[config.mk]
export PLATFORM = sky130hd
export DESIGN_NAME = dcri_top
export DESIGN_NICKNAME = d
export VERILOG_FILES = /design/src/verilog/dcri_top.v /design/src/verilog/dcri_chan.v /design/src/verilog/dcri_irq.v
export VERILOG_INCLUDE_DIRS = /design/src /design/src/shared
export SDC_FILE = /design/constraint.sdc
export NUM_CORES = 2
export LEC_CHECK = 0
export ABC_AREA = 1
export ABC_CLOCK_PERIOD_IN_PS = 2660
export BUFFER_PORTS_ARGS = -buffer_cell sky130_fd_sc_hd__buf_4
export CORE_AREA = 2 2 286 358
export CTS_CLUSTER_DIAMETER = 150
export DETAILED_ROUTE_END_ITERATION = 10
export DIE_AREA = 0 0 288 360
export PLACE_DENSITY = 0.68
export SYNTH_ARGS = -nofsm -noshare
export SYNTH_HDL_FRONTEND = slang
export SYNTH_SLANG_ARGS = --single-unit
[constraint.sdc]
create_clock -name pclk -period 2.66 [get_ports pclk]
set_clock_uncertainty 0.15 [all_clocks]
set_input_delay 0.532 -clock pclk [delete_from_list [all_inputs] [get_ports pclk]]
set_output_delay 0.532 -clock pclk [all_outputs]
set_load 0.01 [all_outputs]
[src/shared/dcri_map.vh]
// Register map, field positions, reset values and steps of the DMA channel register block.
// Assumes inclusion by every design file of the block; holds definitions only.
`ifndef DCRI_MAP_VH
`define DCRI_MAP_VH
`define DCRI_OFS_CTL 5'h00
`define DCRI_OFS_REQ 5'h04
`define DCRI_OFS_STA 5'h08
`define DCRI_OFS_STB 5'h0C
`define DCRI_OFS_PAD 5'h10
`define DCRI_OFS_CNT 5'h14
`define DCRI_OFS_COLL 12'h100
`define DCRI_OFS_PPST 12'h104
`define DCRI_OFS_IFLAG 12'h108
`define DCRI_OFS_IEN 12'h10C
`define DCRI_OFS_IPRI 12'h110
`define DCRI_CTL_EN 15
`define DCRI_CTL_PP 0
`define DCRI_RST_16 16'h0000
`define DCRI_RST_CNT 10'h000
`define DCRI_RST_PRIO 3'h4
`define DCRI_PTR_STEP 16'h0002
`endif

[src/verilog/dcri_top.v]
// APB register interface of the eight-channel DMA controller with per-channel engines.
// Assumes an APB master on pclk and peripheral requests as one-cycle pulses on pclk.
`timescale 1ns/1ps
`include "dcri_map.vh"
module dcri_top #(
    parameter NCH = 8,
    parameter CW = 10
) (
    // Clock and reset
    input wire pclk,
    input wire presetn,
    // APB slave
    input wire [11:0] paddr,
    input wire psel,
    input wire penable,
    input wire pwrite,
    input wire [31:0] pwdata,
    output reg [31:0] prdata,
    output reg pready,
    output reg pslverr,
    // Peripheral transfer requests
    input wire [NCH-1:0] periph_req,
    // Events
    output reg [NCH-1:0] xfer_ack,
    output reg [NCH-1:0] chan_done,
    output wire irq
);
    reg [NCH*16-1:0] ctl_q;
    reg [NCH*16-1:0] req_q;
    reg [NCH*16-1:0] sta_q;
    reg [NCH*16-1:0] stb_q;
    reg [NCH*16-1:0] pad_q;
    reg [NCH*CW-1:0] cnt_q;
    reg [NCH-1:0] xwcol;
    reg [NCH-1:0] pwcol;
    wire [NCH*16-1:0] ptr_w;
    wire [NCH-1:0] sel_w;
    wire [NCH-1:0] busy_w;
    wire [NCH-1:0] xfer_w;
    wire [NCH-1:0] done_w;
    wire [NCH-1:0] xw_set;
    wire [NCH-1:0] pw_set;
    wire [NCH-1:0] iflag;
    wire [NCH-1:0] ien;
    wire [3*NCH-1:0] ipri;
    wire wr_go;
    wire rd_cap;
    wire [2:0] ch;
    reg [31:0] rd_mux;
    reg rd_hit;
    wire coll_wr;
    wire [NCH-1:0] xw_clr;
    wire [NCH-1:0] pw_clr;
    wire [31:0] coll_word;
    wire [31:0] stat_word;
    wire map_err;

    // True when the address falls in the per-channel register window.
    function chan_win;
        input [11:0] a;
        begin
            chan_win = (a[11:8] == 4'h0);
        end
    endfunction

    // Zero-extends a 16-bit register to the bus word, so upper bits read as zero.
    function [31:0] half_word;
        input [15:0] v;
        begin
            half_word = {16'h0000, v};
        end
    endfunction

    // Chooses one channel register: channel window, channel number, field offset.
    function chan_hit;
        input [11:0] a;
        input [2:0] c;
        input [4:0] ofs;
        begin
            chan_hit = chan_win(a) && (a[7:5] == c) && (a[4:0] == ofs);
        end
    endfunction

    // Chooses one shared register by its full offset.
    function shr_hit;
        input [11:0] a;
        input [11:0] ofs;
        begin
            shr_hit = (a == ofs);
        end
    endfunction

    // Writes land only at the completing edge of the access phase.
    assign wr_go = psel & penable & pready & pwrite;
    assign rd_cap = psel & penable & ~pready;
    assign ch = paddr[7:5];

    genvar g;
    generate
        for (g = 0; g < NCH; g = g + 1)
        begin : gch
            localparam [2:0] CH = g;
            wire wr_ctl = wr_go & chan_hit(paddr, CH, `DCRI_OFS_CTL);
            wire wr_req = wr_go & chan_hit(paddr, CH, `DCRI_OFS_REQ);
            wire wr_sta = wr_go & chan_hit(paddr, CH, `DCRI_OFS_STA);
            wire wr_stb = wr_go & chan_hit(paddr, CH, `DCRI_OFS_STB);
            wire wr_pad = wr_go & chan_hit(paddr, CH, `DCRI_OFS_PAD);
            wire wr_cnt = wr_go & chan_hit(paddr, CH, `DCRI_OFS_CNT);

            always @(posedge pclk or negedge presetn)
            begin
                if (!presetn)
                begin
                    ctl_q[16*g +: 16] <= `DCRI_RST_16;
                    req_q[16*g +: 16] <= `DCRI_RST_16;
                    sta_q[16*g +: 16] <= `DCRI_RST_16;
                    stb_q[16*g +: 16] <= `DCRI_RST_16;
                    pad_q[16*g +: 16] <= `DCRI_RST_16;
                    cnt_q[CW*g +: CW] <= `DCRI_RST_CNT;
                end
                else
                begin
                    if (wr_ctl)
                    begin
                        ctl_q[16*g +: 16] <= pwdata[15:0];
                    end
                    if (wr_req)
                    begin
                        req_q[16*g +: 16] <= pwdata[15:0];
                    end
                    if (wr_sta)
                    begin
                        sta_q[16*g +: 16] <= pwdata[15:0];
                    end
                    if (wr_stb)
                    begin
                        stb_q[16*g +: 16] <= pwdata[15:0];
                    end
                    if (wr_pad)
                    begin
                        pad_q[16*g +: 16] <= pwdata[15:0];
                    end
                    if (wr_cnt)
                    begin
                        cnt_q[CW*g +: CW] <= pwdata[CW-1:0];
                    end
                end
            end

            // A transfer in the same cycle as a software write to a start or pad register collides.
            assign xw_set[g] = xfer_w[g] & (wr_sta | wr_stb);
            assign pw_set[g] = xfer_w[g] & wr_pad;

            dcri_chan #(
                .CW(CW)
            ) u_chan (
                .pclk(pclk),
                .presetn(presetn),
                .enable(ctl_q[16*g + `DCRI_CTL_EN]),
                .pingpong(ctl_q[16*g + `DCRI_CTL_PP]),
                .start_a(sta_q[16*g +: 16]),
                .start_b(stb_q[16*g +: 16]),
                .tcount(cnt_q[CW*g +: CW]),
                .req(periph_req[g]),
                .ptr(ptr_w[16*g +: 16]),
                .buf_sel(sel_w[g]),
                .busy(busy_w[g]),
                .xfer(xfer_w[g]),
                .done(done_w[g])
            );
        end
    endgenerate

    // Collision flags: write one to clear, a new collision wins.
    // The clear masks are zero outside a completing write to the collision word.
    assign coll_wr = wr_go & shr_hit(paddr, `DCRI_OFS_COLL);
    assign xw_clr = coll_wr ? pwdata[NCH-1:0] : {NCH{1'b0}};
    assign pw_clr = coll_wr ? pwdata[NCH+7:8] : {NCH{1'b0}};

    always @(posedge pclk or negedge presetn)
    begin
        if (!presetn)
        begin
            xwcol <= {NCH{1'b0}};
        end
        else
        begin
            xwcol <= (xwcol & ~xw_clr) | xw_set;
        end
    end

    always @(posedge pclk or negedge presetn)
    begin
        if (!presetn)
        begin
            pwcol <= {NCH{1'b0}};
        end
        else
        begin
            pwcol <= (pwcol & ~pw_clr) | pw_set;
        end
    end

    // Shared status words are assembled once, so every read sees one layout.
    assign coll_word = half_word({pwcol, xwcol});
    assign stat_word = half_word({busy_w, sel_w});

    dcri_irq #(
        .N(NCH)
    ) u_irq (
        .pclk(pclk),
        .presetn(presetn),
        .set_in(done_w),
        .flag_wr(wr_go & shr_hit(paddr, `DCRI_OFS_IFLAG)),
        .en_wr(wr_go & shr_hit(paddr, `DCRI_OFS_IEN)),
        .pri_wr(wr_go & shr_hit(paddr, `DCRI_OFS_IPRI)),
        .wdata(pwdata),
        .flag(iflag),
        .enable(ien),
        .prio(ipri),
        .irq(irq)
    );

    // Read data is caught in the first access cycle and shown with pready.
    always @*
    begin
        rd_mux = 32'h00000000;
        rd_hit = 1'b0;
        if (chan_win(paddr))
        begin
            case (paddr[4:0])
                `DCRI_OFS_CTL:
                begin
                    rd_hit = 1'b1;
                    rd_mux = half_word(ctl_q[16*ch +: 16]);
                end
                `DCRI_OFS_REQ:
                begin
                    rd_hit = 1'b1;
                    rd_mux = half_word(req_q[16*ch +: 16]);
                end
                `DCRI_OFS_STA,
                `DCRI_OFS_STB:
                begin
                    // Both start registers read the one live pointer.
                    rd_hit = 1'b1;
                    rd_mux = half_word(ptr_w[16*ch +: 16]);
                end
                `DCRI_OFS_PAD:
                begin
                    rd_hit = 1'b1;
                    rd_mux = half_word(pad_q[16*ch +: 16]);
                end
                `DCRI_OFS_CNT:
                begin
                    rd_hit = 1'b1;
                    rd_mux = {{(32-CW){1'b0}}, cnt_q[CW*ch +: CW]};
                end
                default:
                begin
                    rd_hit = 1'b0;
                end
            endcase
        end
        else
        begin
            case (paddr)
                `DCRI_OFS_COLL:
                begin
                    rd_hit = 1'b1;
                    rd_mux = coll_word;
                end
                `DCRI_OFS_PPST:
                begin
                    rd_hit = 1'b1;
                    rd_mux = stat_word;
                end
                `DCRI_OFS_IFLAG:
                begin
                    rd_hit = 1'b1;
                    rd_mux = {24'h000000, iflag};
                end
                `DCRI_OFS_IEN:
                begin
                    rd_hit = 1'b1;
                    rd_mux = {24'h000000, ien};
                end
                `DCRI_OFS_IPRI:
                begin
                    rd_hit = 1'b1;
                    rd_mux = {8'h00, ipri};
                end
                default:
                begin
                    rd_hit = 1'b0;
                end
            endcase
        end
    end

    // Misaligned or unmapped addresses answer with an error and change nothing.
    assign map_err = ~rd_hit | (paddr[1:0] != 2'h0);

    // One wait state on every access keeps read data coming from flops.
    always @(posedge pclk or negedge presetn)
    begin
        if (!presetn)
        begin
            pready <= 1'b0;
            prdata <= 32'h00000000;
            pslverr <= 1'b0;
        end
        else
        begin
            pready <= rd_cap;
            if (rd_cap)
            begin
                prdata <= pwrite ? 32'h00000000 : rd_mux;
                pslverr <= map_err;
            end
            else
            begin
                prdata <= 32'h00000000;
                pslverr <= 1'b0;
            end
        end
    end

    // Event outputs follow the engines by one cycle.
    always @(posedge pclk or negedge presetn)
    begin
        if (!presetn)
        begin
            xfer_ack <= {NCH{1'b0}};
            chan_done <= {NCH{1'b0}};
        end
        else
        begin
            xfer_ack <= xfer_w;
            chan_done <= done_w;
        end
    end
endmodule

[src/verilog/dcri_chan.v]
// One channel's transfer engine: live RAM pointer, transfer index and ping-pong selection.
// Assumes requests are one-cycle pulses from logic on the same clock.
`timescale 1ns/1ps
`include "dcri_map.vh"
module dcri_chan #(
    parameter CW = 10
) (
    // Clock and reset
    input wire pclk,
    input wire presetn,
    // Settings from the register file
    input wire enable,
    input wire pingpong,
    input wire [15:0] start_a,
    input wire [15:0] start_b,
    input wire [CW-1:0] tcount,
    // Request from the peripheral
    input wire req,
    // State and events
    output reg [15:0] ptr,
    output reg buf_sel,
    output wire busy,
    output reg xfer,
    output reg done
);
    reg [CW-1:0] idx;

    assign busy = enable & (idx != {CW{1'b0}});

    always @(posedge pclk or negedge presetn)
    begin
        if (!presetn)
        begin
            ptr <= `DCRI_RST_16;
            buf_sel <= 1'b0;
            idx <= {CW{1'b0}};
            xfer <= 1'b0;
            done <= 1'b0;
        end
        else
        begin
            xfer <= 1'b0;
            done <= 1'b0;
            if (!enable)
            begin
                // An idle channel shows its start value, so a fresh enable begins there.
                idx <= {CW{1'b0}};
                buf_sel <= 1'b0;
                ptr <= start_a;
            end
            else if (req)
            begin
                xfer <= 1'b1;
                if (idx == tcount)
                begin
                    done <= 1'b1;
                    idx <= {CW{1'b0}};
                    if (pingpong)
                    begin
                        buf_sel <= ~buf_sel;
                        ptr <= buf_sel ? start_a : start_b;
                    end
                    else
                    begin
                        ptr <= buf_sel ? start_b : start_a;
                    end
                end
                else
                begin
                    idx <= idx + {{(CW-1){1'b0}}, 1'b1};
                    ptr <= ptr + `DCRI_PTR_STEP;
                end
            end
        end
    end
endmodule

[src/verilog/dcri_irq.v]
// Completion flags, enables and priorities with one level interrupt output.
// Assumes write strobes are one-cycle pulses at the bus completion edge.
`timescale 1ns/1ps
`include "dcri_map.vh"
module dcri_irq #(
    parameter N = 8
) (
    // Clock and reset
    input wire pclk,
    input wire presetn,
    // Events and software writes
    input wire [N-1:0] set_in,
    input wire flag_wr,
    input wire en_wr,
    input wire pri_wr,
    input wire [31:0] wdata,
    // State
    output reg [N-1:0] flag,
    output reg [N-1:0] enable,
    output reg [3*N-1:0] prio,
    output reg irq
);
    wire [N-1:0] live;
    wire [N-1:0] clr;

    assign clr = flag_wr ? wdata[N-1:0] : {N{1'b0}};

    genvar g;
    generate
        for (g = 0; g < N; g = g + 1)
        begin : gl
            // Priority zero turns the source off.
            assign live[g] = flag[g] & enable[g] & (prio[3*g +: 3] != 3'h0);
        end
    endgenerate

    always @(posedge pclk or negedge presetn)
    begin
        if (!presetn)
        begin
            flag <= {N{1'b0}};
            enable <= {N{1'b0}};
            // Every source starts at a middle priority; enables still gate the output.
            prio <= {N{`DCRI_RST_PRIO}};
            irq <= 1'b0;
        end
        else
        begin
            // A completion in the clearing cycle stays set.
            flag <= (flag & ~clr) | set_in;
            if (en_wr)
            begin
                enable <= wdata[N-1:0];
            end
            if (pri_wr)
            begin
                prio <= wdata[3*N-1:0];
            end
            irq <= |live;
        end
    end
endmodule

==> metrics.txt <==
initial cell density of the core 0.517; Worst Hold Class input pin to flip-flop; cell taking the most area after synthesis dfrtp_1; net switching power 7.93 mW; number of port buffers 91; area of the die 104,000 um^2; GRT busiest layer met2; standard-cell rows 130; unrepaired setup endpoints after global routing false; global-route wire length before repair around 280 mm; final routed wire length divided by cell count 22.2 um; RD Place Congestion 0.983; endpoint kind of the worst setup timing path flip-flop; fin. max-slew vios 0; Cell variety after synth 55; via count of the first global-routing pass 44,700; parity-gate share of the synthesized area counting xor and xnor cells 0.0220; buffer count from post-CTS setup fixing 0; hold path startpoint periph_req[2]; GRT Resource Usage Total 0.349; clock period minus worst slack between 2 and 2.5 ns; number of max-cap violations 0; Max H-tree Level 3; Tightest Pin Transition 1.08 ns; number of enable flip-flop cells after synthesis 0; fraction of power consumed by sequential logic 0.476; peak ir drop on the vdd network 0.455 mV; area after detailed placement 56,200 um^2; clock latency reported for the late side of the worst-skew pair 0.73 ns; arrival time at the worst endpoint roughly 2.9 ns; cell area after technology mapping 51,800 um^2; setup violators final 0; mux share of post-synthesis cell area 0.00551; Starting DRT DRC Count 5,518; Detailed Routing Iterations Pass 1 6; area of the core 100,000 um^2; Final Cycle Share 0.906; worst-path maximum fanout 6; launch point of the critical path penable; Combinational Power Share 0.053; floorplan die width 288 um; drt via density 5.86; final-report hold violation count 0; Bufs on Longest Clock Path 3; WHS Path Cells 3; CP Class input pin to flip-flop; Layout area overhead 15.9%; met1 track demand over resource in global routing 0.497; Switching Fraction 0.236; critical path launch point type input pin; Avg Synthesized Cell Area between 7 and 8 um^2; net total in the final layout 6,834; worst reg2reg path startpoint cnt_q[40]$_DFFE_PN0P_; ranking of synthesized cells by area dfrtp_1 50%, nand2_1 14%, o21ai_0 8.1%, nand3_1 3.7%, inv_1 3.6%; met3 Use GR 0.0713; Warnings, synthesis 0; most common cell in the netlist nand2_1; remaining max-slew budget at the tightest pin 0.275; Post-Layout Cell Count 8,158; cell count of the worst reg-to-reg path 10; flop and latch count out of synthesis roughly 1,100; proportion of power drawn by the clock network 0.471; sum of net half-perimeters after detailed placement between 100 and 150 mm; post-synthesis share of cell area spent on full adders, half adders and majority gates 0.00580; Total Power Consumption 33.6 mW; complex-gate fraction of the synthesized area 0.127; Die Height 360 um; leak pwr 27.6 nW; total congestion overflow 0; data required time of the worst path 3.14 ns; sequential-to-total area share from yosys stat 0.508; FFs w/ async S/R, synth 1.00; cell count after synthesis 6,607; top cell type's share of synthesized area 0.504; maximum number of pins on one net before global-route repair 108; number of antenna-violating nets in the routed design 0; internal power consumption 25.7 mW; sum of negative setup slack 0 ns; main combinational cell family by area after synthesis simple AND/OR/NAND/NOR gates; cts bufs inserted 107; ys flop type dfrtp_1; antenna violations before repair 6; GRT met2 Usage 0.508; root buf cell clkbuf_16; post-synthesis simple-gate area fraction 0.263; power density of the placed cells 561 nW/um^2; final design area excluding fillers 60,000 um^2; CTS tree yes; CP most frequent cell nor2_1; Fmax around 410 MHz; Final Routed Wirelength around 180 mm; share of final-layout standard cells stronger than drive strength 1 0.101; ports placed on the boundary 108; CTS Sinks 1,051; Cells after DPL 7,948; status finished, final reports clean; DRC violation count after routing 0; Clock Pin Slew Worst Setup and Hold Paths 0.06 ns; worst-path cell with the longest stage delay dlygate4sd3_1; overall via count from detail_route roughly 48,000; commonest cells in the synthesized netlist 1,989 x nand2_1, 1,043 x dfrtp_1, 840 x o21ai_0, 494 x inv_1, 425 x nor2_1; ordered cell list for the critical path dlygate4sd3_1 > buf_4 > nand2_1 > dlygate4sd3_1 > nor2_1 > inv_1 > nor2_2 > o211ai_1 > buf_4 > nor2_1 > nand2_1 > nor2_1; maximum single-stage delay on the critical path 0.56 ns
==> through the flow <==
stage | hold slack [ns] | util | worst slack [ns]
after global routing | 0.0443 | 0.599 | 0.0183
final | 0.0476 | 0.599 | 0.249
after floorplan | 0.0864 | - | 0.501
after detailed placement | 0.212 | 0.560 | -0.221
after global placement | 0.213 | 0.560 | -0.142
after CTS | 0.00186 | 0.598 | 0.194
==> state kept, by name, summed over array words and instances (netlist names) <==
register,flops
pad_q,128
req_q,128
xwcol,8
gch.u_chan.xfer,8
gch.u_chan.idx,80
u_irq.prio,24
pready,1
gch.u_chan.buf_sel,8
u_irq.irq,1
u_irq.flag,8
chan_done,8
gch.u_chan.done,8
xfer_ack,8
cnt_q,80
pslverr,1
sta_q,128
pwcol,8
u_irq.enable,8
stb_q,128
ctl_q,128
gch.u_chan.ptr,128
prdata,24
==> cells in the final DEF, fill, tap and decap left out, drive strengths merged, types with 9 or more instances in the layout <==
| cell type | netlist | final |
|---|---|---|
| inv | 503 | 508 |
| o2111ai | 9 | 9 |
| bufinv | 0 | 12 |
| nand2 | 1993 | 1993 |
| nand3 | 381 | 381 |
| nor3 | 99 | 99 |
| buf | 64 | 419 |
| dlygate4sd3 | 0 | 16 |
| clkinv | 10 | 29 |
| o22ai | 72 | 72 |
| nor2 | 439 | 439 |
| nand4 | 212 | 212 |
| nand3b | 33 | 33 |
| ha | 24 | 24 |
| o21bai | 20 | 20 |
| xor2 | 102 | 102 |
| nor4 | 26 | 26 |
| xnor2 | 28 | 28 |
| a21oi | 92 | 92 |
| o211ai | 22 | 22 |
| a22oi | 19 | 19 |
| or2 | 20 | 20 |
| dfrtp | 1043 | 1043 |
| mux2 | 20 | 20 |
| o21ai | 972 | 972 |
| clkbuf | 341 | 155 |
==> cells by family (layout without fill, tap and decap cells) <==
group,count (synthesis),after routing
AO/OA/AOI/OAI,1240,1240
XOR/XNOR,130,130
adder cells (fa/ha/maj),24,24
buffers and inverters,918,1141
flip-flops,1051,1051
multiplexers,26,26
other,1,9
AND/OR/NAND/NOR,3217,3217
==> critical path, delay by kind of cell <==
| kind | cells | cell delay (ns) |
|---|---|---|
| compound gates | 1 | 0.15 |
| simple gates | 6 | 0.73 |
| buf+inv | 5 | 1.48 |
==> repair_timing <==
action                                  CTS  global route
hold buffers                             16             0
endpoints found under the setup margin    0             3
resized for setup                         0             1
hold endpoints to repair                224             0
==> layout make-up <==
type | instances | area [um^2]
timing repair buffer | 435 | 4440
antenna | 1 | 2.50
tap | 1320 | 1650
fill | 9071 | 40200
inverter | 513 | 1930
multi-input combinational | 4645 | 22000
clock buffer | 155 | 3120
clock inverter | 38 | 533
sequential | 1051 | 26300
==> final timing paths <==
check,endpoint,slack (ns)
worst max-delay path,prdata[14]$_DFF_PN0_,0.25
worst min-delay path,gch[2].u_chan.ptr[7]$_DFFE_PN0P_,0.05
worst max register to register,gch[4].u_chan.ptr[0]$_DFFE_PN0P_,0.28
worst min register to register,chan_done[7]$_DFF_PN0_,0.23
max in group asynchronous,gch[3].u_chan.idx[4]$_DFFE_PN0P_,1.19
min in group asynchronous,chan_done[6]$_DFF_PN0_,0.17
==> layer usage <==
layer / wire, um / share of wire
met1: 74700 / 0.41
met2: 77800 / 0.43
met3: 19100 / 0.11
met4: 9250 / 0.051
met5: 13 / 0.000072
==> power groups by stage <==
stage	clock, mW	combinational [mW]	sequential [mW]
2_1_floorplan	0	0.545	16.3
3_3_place_gp	0	1.71	16.3
3_5_place_dp	0	1.72	16.3
4_1_cts	16.0	1.74	16.0
5_1_grt	16.7	1.86	16.0
6_report	15.8	1.78	16.0
No activity file was read; power rests on OpenSTA's default activity.
